`src/dma_desc_pkg.sv`:
```
// Shared constants and types for the DMA descriptor logic
package dma_desc_pkg;

    // =========================================================
    // Sizes
    localparam int NUM_CHANNELS = 31;
    localparam int CHAN_W = 5;
    localparam int COUNT_W = 10;
    localparam int ARB_W = 4;
    localparam int REG_AW = 8;

    // =========================================================
    // Descriptor layout
    localparam logic [31:0] PRIMARY_BASE = 32'h0000_0000;
    localparam logic [31:0] ALTERNATE_BASE = 32'h0000_0200;
    localparam int STRUCT_SHIFT = 4;
    localparam logic [3:0] OFS_SRC_END = 4'h0;
    localparam logic [3:0] OFS_DST_END = 4'h4;
    localparam logic [3:0] OFS_CTRL = 4'h8;
    localparam logic [3:0] OFS_RSVD = 4'hc;
    localparam logic [1:0] WORD_SRC = 2'h0;
    localparam logic [1:0] WORD_DST = 2'h1;
    localparam logic [1:0] WORD_CTRL = 2'h2;

    // =========================================================
    // Control word fields
    localparam int DEST_INC_LSB = 30;
    localparam int DST_WIDTH_LSB = 28;
    localparam int SOURCE_INC_LSB = 26;
    localparam int SRC_WIDTH_LSB = 24;
    localparam int ARB_LSB = 14;
    localparam int NM1_LSB = 4;
    localparam int MODE_LSB = 0;
    localparam logic [1:0] CODE_FIXED = 2'h3;

    typedef enum logic [2:0] {
        MODE_STOP = 3'h0,
        MODE_BASIC = 3'h1,
        MODE_AUTO = 3'h2,
        MODE_PINGPONG = 3'h3
    } xfer_mode_t;

    // =========================================================
    // Software registers
    localparam logic [REG_AW-1:0] REG_CTRL = 8'h00;
    localparam logic [REG_AW-1:0] REG_BASE = 8'h04;
    localparam logic [REG_AW-1:0] REG_STATUS = 8'h08;
    localparam logic [REG_AW-1:0] REG_LAST_CTRL = 8'h0c;
    localparam int CTRL_EN_BIT = 0;
    localparam int STAT_BUSY_BIT = 0;
    localparam int STAT_ERR_BIT = 1;
    localparam int STAT_CODE_LSB = 4;
    localparam logic CTRL_EN_RST = 1'b0;
    localparam logic [31:0] BASE_RST = 32'h0000_0000;

    typedef enum logic [3:0] {
        ERR_NONE = 4'h0,
        ERR_STOP_MODE = 4'h1,
        ERR_SRC_CODE = 4'h2,
        ERR_DST_CODE = 4'h3,
        ERR_WIDTH_MISMATCH = 4'h4
    } err_code_t;

endpackage : dma_desc_pkg

```
`src/width_inc_if.sv`:
```
// Width and increment codes with their decoded meaning
`timescale 1ns/1ps
interface width_inc_if;
    logic [1:0] width_code;
    logic [1:0] inc_code;
    logic fixed;
    logic bad;
    logic [1:0] step_shift;

    modport drv (output width_code, output inc_code,
                 input fixed, input bad, input step_shift);
    modport dec (input width_code, input inc_code,
                 output fixed, output bad, output step_shift);
    modport calc (input fixed, input step_shift);
endinterface : width_inc_if

```
`src/dma_channel_descriptor_logic.sv`:
```
// Descriptor fetch, decode and transfer sequencing for the DMA channels
// What this block does
// - Every channel owns a primary and an alternate structure, placed apart.
// - Simple modes take parameters from one structure only.
// - Ping-pong and scatter-gather modes use both structures of a channel.
// - A structure is four words; the fourth is reserved and never read.
// - Word at offset 0x00 is the source end pointer.
// - Word at offset 0x04 is the destination end pointer.
// - Word at offset 0x08 is the channel control word.
// - Sizes, transfer count and arbitration count come from the structure.
// - Primary at channel times 16 from 0x000, alternate from 0x200.
// - Descriptor word address is base pointer plus relative offset.
// - Every transfer takes its control from the control word.
// - Bits 31:30 pick destination increment; narrower than data is reserved.
// - Destination code 11 keeps the address at the destination end pointer.
// - Bits 29:28 give destination width, which must equal source width.
// - Bits 27:26 pick source increment; code 11 holds the source address.
// - After the programmed transfers the channel's completion pulse fires.
//
// Design decisions made here: the address-and-strobe port and the address map.
`timescale 1ns/1ps
module dma_channel_descriptor_logic #(
    parameter int NUM_CH = dma_desc_pkg::NUM_CHANNELS,
    parameter int CNT_W = dma_desc_pkg::COUNT_W
) (
    input wire logic clk_sys,
    input wire logic rstn,
    input wire logic [dma_desc_pkg::REG_AW-1:0] reg_addr,
    input wire logic [31:0] reg_wdata,
    input wire logic reg_wr,
    input wire logic reg_rd,
    output logic [31:0] reg_rdata,
    input wire logic start_valid,
    input wire logic [dma_desc_pkg::CHAN_W-1:0] start_chan,
    input wire logic start_alt,
    output logic busy,
    output logic mem_rd,
    output logic [31:0] mem_addr,
    input wire logic [31:0] mem_rdata,
    input wire logic mem_rvalid,
    output logic xfer_req,
    output logic [31:0] xfer_src_addr,
    output logic [31:0] xfer_dst_addr,
    output logic [1:0] xfer_width,
    output logic [dma_desc_pkg::ARB_W-1:0] xfer_arb_power,
    input wire logic xfer_ack,
    output logic [NUM_CH-1:0] done_irq,
    output logic err_flag
);
    import dma_desc_pkg::*;

    // =========================================================
    // State
    typedef enum logic [2:0] {
        S_IDLE = 3'b000,
        S_FETCH = 3'b001,
        S_WAIT = 3'b011,
        S_DECODE = 3'b010,
        S_ISSUE = 3'b110,
        S_XWAIT = 3'b111,
        S_DONE = 3'b101
    } state_t;

    typedef struct packed {
        state_t st;
        logic en;
        logic [31:0] base;
        logic [CHAN_W-1:0] ch;
        logic alt;
        logic second;
        logic [1:0] word;
        logic [31:0] src_end;
        logic [31:0] dst_end;
        logic [31:0] ctrl;
        logic [CNT_W-1:0] left;
        logic [3:0] err;
        logic err_flag;
        logic busy;
        logic mem_rd;
        logic [31:0] mem_addr;
        logic xfer_req;
        logic [31:0] xs;
        logic [31:0] xd;
        logic [31:0] rdata;
        logic [NUM_CH-1:0] irq;
    } regs_t;

    regs_t q;
    regs_t d;

    // =========================================================
    // Field decode
    width_inc_if src_f();
    width_inc_if dst_f();

    logic [31:0] src_addr;
    logic [31:0] dst_addr;
    logic [1:0] src_width;
    logic [1:0] dst_width;
    xfer_mode_t mode;
    logic complex_mode;
    logic any_bad;
    logic [3:0] bad_code;

    assign src_width = q.ctrl[SRC_WIDTH_LSB +: 2];
    assign dst_width = q.ctrl[DST_WIDTH_LSB +: 2];
    assign mode = xfer_mode_t'(q.ctrl[MODE_LSB +: 3]);
    // Ping-pong and all gather modes sit at codes three and up
    assign complex_mode = (q.ctrl[MODE_LSB +: 3] >= MODE_PINGPONG);
    assign src_f.width_code = src_width;
    assign src_f.inc_code = q.ctrl[SOURCE_INC_LSB +: 2];
    // Destination step is judged against the source width
    assign dst_f.width_code = src_width;
    assign dst_f.inc_code = q.ctrl[DEST_INC_LSB +: 2];

    inc_decode u_src_dec (
        .f(src_f)
    );

    inc_decode u_dst_dec (
        .f(dst_f)
    );

    addr_step_calc #(.CNT_W(CNT_W)) u_src_addr (
        .f(src_f),
        .end_ptr(q.src_end),
        .remaining(q.left),
        .addr(src_addr)
    );

    addr_step_calc #(.CNT_W(CNT_W)) u_dst_addr (
        .f(dst_f),
        .end_ptr(q.dst_end),
        .remaining(q.left),
        .addr(dst_addr)
    );

    always_comb begin
        bad_code = ERR_NONE;
        if (mode == MODE_STOP) begin
            bad_code = ERR_STOP_MODE;
        end else if (src_f.bad) begin
            bad_code = ERR_SRC_CODE;
        end else if (dst_f.bad) begin
            bad_code = ERR_DST_CODE;
        end else if (dst_width != src_width) begin
            bad_code = ERR_WIDTH_MISMATCH;
        end
        any_bad = (bad_code != ERR_NONE);
    end

    // =========================================================
    // Descriptor addressing
    function automatic logic [31:0] struct_offset(
        input logic [CHAN_W-1:0] ch,
        input logic alt
    );
        logic [31:0] area;
        area = alt ? ALTERNATE_BASE : PRIMARY_BASE;
        return area + (32'(ch) << STRUCT_SHIFT);
    endfunction : struct_offset

    function automatic logic [31:0] word_offset(input logic [1:0] w);
        logic [3:0] ofs;
        case (w)
            WORD_SRC: ofs = OFS_SRC_END;
            WORD_DST: ofs = OFS_DST_END;
            default: ofs = OFS_CTRL;
        endcase
        return 32'(ofs);
    endfunction : word_offset

    // =========================================================
    // Next state
    always_comb begin
        d = q;
        d.irq = '0;
        d.mem_rd = 1'b0;
        d.rdata = '0;

        if (reg_wr) begin
            case (reg_addr)
                REG_CTRL: d.en = reg_wdata[CTRL_EN_BIT];
                REG_BASE: d.base = reg_wdata;
                REG_STATUS: begin
                    if (reg_wdata[STAT_ERR_BIT]) begin
                        d.err_flag = 1'b0;
                    end
                end
                default: ;
            endcase
        end

        if (reg_rd) begin
            case (reg_addr)
                REG_CTRL: d.rdata = 32'(q.en);
                REG_BASE: d.rdata = q.base;
                REG_STATUS: begin
                    d.rdata[STAT_BUSY_BIT] = q.busy;
                    d.rdata[STAT_ERR_BIT] = q.err_flag;
                    d.rdata[STAT_CODE_LSB +: 4] = q.err;
                end
                REG_LAST_CTRL: d.rdata = q.ctrl;
                default: d.rdata = '0;
            endcase
        end

        case (q.st)
            S_IDLE: begin
                if (start_valid && q.en) begin
                    d.ch = start_chan;
                    d.alt = start_alt;
                    d.second = 1'b0;
                    d.word = WORD_SRC;
                    d.st = S_FETCH;
                end
            end
            S_FETCH: begin
                d.mem_rd = 1'b1;
                d.mem_addr = q.base + struct_offset(q.ch, q.alt)
                           + word_offset(q.word);
                d.st = S_WAIT;
            end
            S_WAIT: begin
                if (mem_rvalid) begin
                    case (q.word)
                        WORD_SRC: d.src_end = mem_rdata;
                        WORD_DST: d.dst_end = mem_rdata;
                        default: d.ctrl = mem_rdata;
                    endcase
                    // Reserved fourth word is skipped
                    if (q.word == WORD_CTRL) begin
                        d.st = S_DECODE;
                    end else begin
                        d.word = q.word + 2'h1;
                        d.st = S_FETCH;
                    end
                end
            end
            S_DECODE: begin
                if (any_bad) begin
                    d.err = bad_code;
                    d.err_flag = 1'b1;
                    d.st = S_IDLE;
                end else begin
                    d.err = ERR_NONE;
                    d.left = q.ctrl[NM1_LSB +: CNT_W];
                    d.st = S_ISSUE;
                end
            end
            S_ISSUE: begin
                d.xfer_req = 1'b1;
                d.xs = src_addr;
                d.xd = dst_addr;
                d.st = S_XWAIT;
            end
            S_XWAIT: begin
                if (xfer_ack) begin
                    d.xfer_req = 1'b0;
                    if (q.left == '0) begin
                        d.st = S_DONE;
                    end else begin
                        d.left = q.left - 1'b1;
                        d.st = S_ISSUE;
                    end
                end
            end
            S_DONE: begin
                if (complex_mode && !q.second) begin
                    d.second = 1'b1;
                    d.alt = !q.alt;
                    d.word = WORD_SRC;
                    d.st = S_FETCH;
                end else begin
                    d.irq[q.ch] = 1'b1;
                    d.st = S_IDLE;
                end
            end
            default: d.st = S_IDLE;
        endcase

        d.busy = (d.st != S_IDLE);
    end

    always_ff @(posedge clk_sys or negedge rstn) begin
        if (!rstn) begin
            q <= '0;
            q.st <= S_IDLE;
            q.en <= CTRL_EN_RST;
            q.base <= BASE_RST;
        end else begin
            q <= d;
        end
    end

    assign reg_rdata = q.rdata;
    assign busy = q.busy;
    assign mem_rd = q.mem_rd;
    assign mem_addr = q.mem_addr;
    assign xfer_req = q.xfer_req;
    assign xfer_src_addr = q.xs;
    assign xfer_dst_addr = q.xd;
    assign xfer_width = q.ctrl[SRC_WIDTH_LSB +: 2];
    assign xfer_arb_power = q.ctrl[ARB_LSB +: ARB_W];
    assign done_irq = q.irq;
    assign err_flag = q.err_flag;

    logic [31:0] rel_addr;
    assign rel_addr = q.mem_addr - q.base;
endmodule : dma_channel_descriptor_logic

```
`src/inc_decode.sv`:
```
// Decodes one increment code against the source data width
`timescale 1ns/1ps
module inc_decode (
    width_inc_if.dec f
);
    import dma_desc_pkg::*;

    always_comb begin
        f.fixed = (f.inc_code == CODE_FIXED);
        // Steps narrower than the data width are reserved
        f.bad = (f.width_code == CODE_FIXED) ||
                (!f.fixed && (f.inc_code < f.width_code));
        f.step_shift = f.fixed ? 2'h0 : f.inc_code;
    end
endmodule : inc_decode

```
`src/addr_step_calc.sv`:
```
// Current address from an end pointer and the transfers still to go
`timescale 1ns/1ps
module addr_step_calc #(
    parameter int CNT_W = dma_desc_pkg::COUNT_W
) (
    width_inc_if.calc f,
    input wire logic [31:0] end_ptr,
    input wire logic [CNT_W-1:0] remaining,
    output logic [31:0] addr
);
    logic [31:0] back;

    always_comb begin
        back = 32'(remaining) << f.step_shift;
        // End pointer is never rewritten; address is derived from it
        addr = f.fixed ? end_ptr : end_ptr - back;
    end
endmodule : addr_step_calc

```
`config.mk`:
```
export PLATFORM = sky130hd
export DESIGN_NAME = dma_channel_descriptor_logic
export DESIGN_NICKNAME = d
export VERILOG_FILES = /design/src/dma_desc_pkg.sv /design/src/width_inc_if.sv /design/src/dma_channel_descriptor_logic.sv /design/src/inc_decode.sv /design/src/addr_step_calc.sv
export SDC_FILE = /design/constraint.sdc
export NUM_CORES = 1
export LEC_CHECK = 0
export BUFFER_PORTS_ARGS = -buffer_cell sky130_fd_sc_hd__buf_2
export CAP_MARGIN = 20
export CORE_ASPECT_RATIO = 2
export CORE_UTILIZATION = 58
export DETAILED_ROUTE_END_ITERATION = 10
export PLACE_DENSITY = 0.83
export SYNTH_ARGS = -nofsm -noshare
export SYNTH_HDL_FRONTEND = slang
export SYNTH_SLANG_ARGS = --single-unit
```
`constraint.sdc`:
```
create_clock -name clk_sys -period 4 [get_ports clk_sys]
set_input_delay 0.4 -clock clk_sys [delete_from_list [all_inputs] [get_ports clk_sys]]
set_output_delay 0.4 -clock clk_sys [all_outputs]
set_load 0.02 [all_outputs]
```
==> results.cfg <==
[timing]
hold_ws_ns = -0.0505
tightest_slew_ns = 1.06
max-slew-margin-rel_pct = 29.2
fin_setup_tns_ns = 0
period_minus_slack_ns = 3.42
hold_viol = 41
slew_violations = 0
fin_ws_ns = 0.584
fin_crit_sh_pct = 85.4
finalSetupViolations = 0
max_clock_freq_ghz = 0.293
rsz0062_at_grt = no
fin_worst_skew_ns = 0.0208

[critical_path]
worst_ep_required_time_ns = 4.48
cp_slowest_stage_delay_ns = 0.66
cp-endpoint = xfer_dst_addr[30]
crit_buf_inv = 1
crit_type = flop to flop
cp-end-kind = flop
r2r_slack_ns = 0.58
path_max_fanout = 17
worstRegToRegCells = 12
crit_path_start_kind = flop
timing.rr.end = xfer_dst_addr[30]
crit_cells = 12
path_delay_family = compound AO/OA/AOI/OAI gates
slowest_stage = dfrtp_1
crit_chain = nor2b_1 > nor2_1 > a22oi_1 > inv_1 > fa_1 > nand2b_1 > a21o_1 > a31o_2 > a21oi_1 > nor3_1 > xnor2_1 > o21ai_0
startpoint = dst_f.inc_code[1]
critPathArrivalTime_ns = 3.90
reg2reg_from = dst_f.inc_code[1]

[floorplanning]
initial_core_util_pct = 59.4
core_um2 = 28300
rows = 87
die_h_um = 243
dieArea_um2 = 29700
io-pin-count = 254
fp.dieW_um = 122

[placed_design]
preCtsSetupSlack_ns = 0.628
numPortBuffers = 253
place_inst = 2061
dp_hpwl_um = 31700
gp_congestion = 0.967

[yosys]
synthesis.area_um2 = 16800
syn_inst = 1671
syn_area_per_cell_um2 = 10.1
ys_seq_elements = 317
synth_ff_type = dfrtp_1
yosys_warnings = 0
async_flop_share_pct = 100
synth-edff-count = 0
seq_area_frac_synth_pct = 47.2
synth.distinct_cells = 67

[cells_and_area]
final_cells = 2117
area_delta_synth_final_pct = 7.99
final_util_pct = 64.1
multi_input_area_um2 = 7220
drive_gt1_share_pct = 27.6
fin_nets = 1864
ff_latch_area_um2 = 7930
fill_cells = 2294

[routing]
vias = 12318
drt-total-wl_um = 42300
drc = 0
drt-pass1-iter-count = 5
wl_per_cell_um = 20.0
ant_nets = 0
drt_iter0_markers = 922
viasPerCell = 5.82

[clock_network]
htree_levels = 1
cts_root_buffer = clkbuf_16
cts-resized-gates = 0
postCtsSetupBuffers = 0
clk_latency_ns = 0.57
clk_pin_slew_worst_paths_ns = 0.07
cts_buffer_depth = 3
cts.hold.buffers_added = 0
cts_sinks = 317
tritoncts = yes
numCtsBuffers = 28

[hold_path]
min_path_type = primary input to async pin

[global_routing]
grt_max_degree = 135
grt_pass1_wl_um = 66200
antenna_found_initial = 5
gr-usage-met3_pct = 2.47
grt_use_met2_pct = 52.4
grt_pass1_vias = 12362
top_usage_layer = met2
track_usage_pct = 28.9
use_met1_pct = 32.7
overflow = 0

[pwr]
powerDensity_nw_per_um2 = 818
leakage_nw = 8.72
ir_worst_vdd_mv = 0.557

[run]
drv_cap = 0

[status]
status = complete, but fails checks
failed_checks = hold timing
## cell usage in the layout, fill, tap and decap left out, types with 20 or more instances in the layout
cell type    n
nor3_1      31
buf_4       20
clkbuf_16   28
xnor2_1     67
nand2_1    171
o21ai_0    108
dfrtp_1    317
nand3_1     22
a21oi_1     89
mux2i_1     32
nor2_1     149
ha_1        41
inv_1       29
mux2_2     139
buf_2      252
## cell usage after synthesis (all sizes together) (32+ instances only)
cell type    n  area share, %
mux2i       32            1.9
ha          41            3.1
mux2       139            9.3
a21oi       89            2.7
nand2      173            3.9
clkbuf      56            1.3
buf        187            7.9
xnor2       67            3.5
nor3        32            1.0
nor2       150            3.4
dfrtp      317             47
o21ai      113            3.4
## logic make-up (layout without fill, tap and decap cells)
group,count (synthesis),after routing,share of synthesized area (%)
simple gates,483,483,13.3
compound gates,296,296,10.4
buf+inv,272,356,9.82
other cells,1,7,0.0223
fa+ha+maj,44,44,3.41
xor+xnor,86,86,4.48
mux,172,172,11.4
flops,317,317,47.2
## stage by stage
stage,power (mW),hold WS [ns],instance area [µm²]
CTS,14.8,0.000274,18100
global route,15.8,0.0505,18100
finish,14.8,-0.0505,18100
detailed placement,12.0,0.463,17200
floorplan,10.4,0.104,16800
global placement,11.8,0.456,17200
## worst min path at each step
stage                           start     endpoint  slack, ns  depth (start not counted)
after CTS                        rstn       q[183]     0.0003                          1
after global placement    mem_addr[7]  mem_addr[7]       0.46                          2
after global routing             rstn       q[181]       0.05                          1
after detailed placement  mem_addr[0]  mem_addr[0]       0.46                          2
after floorplan                  rstn         busy       0.10                          0
final                            rstn       q[181]      -0.05                          1
## final cells by class
cell class | instances | area share, %
well taps | 356 | 2.46
clock inverters | 19 | 1.08
repair buffers | 276 | 8.19
multi-input cells | 1083 | 39.8
inverters | 29 | 0.600
clock buffers | 32 | 4.06
flip-flops and latches | 317 | 43.7
diodes | 5 | 0.0690
## worst register-to-register path: stages, from the launching register on
cell and delay (ns):
dfrtp_1 0.66, nor2b_1 0.32, nor2_1 0.08, a22oi_1 0.20, inv_1 0.09, fa_1 0.40, nand2b_1 0.19, a21o_1 0.19
a31o_2 0.24, a21oi_1 0.50, nor3_1 0.13, xnor2_1 0.15, o21ai_0 0.18
## report_power, final
group	internal, mW	switching (mW)
registers	4.16	1.09
clock network	1.48	1.27
logic	2.79	4.05
## routing by layer
layer  vias to the layer above  wire (µm)
li1                       5704          -
met1                      6054      15500
met2                       442      22700
met3                       118       1710
met4                         0       2270
met5                         -          0
## flip-flops by register name (all words and copies together), names as in the netlist, 2 cells and up
signal and flops:
mem_addr 32, mode 3, reg_rdata 32, dst_width 2
xfer_width 2, dst_f.inc_code 2, done_irq 31, xfer_dst_addr 32
q 141, xfer_arb_power 4, xfer_src_addr 32
(Power assumes the default switching activity.)
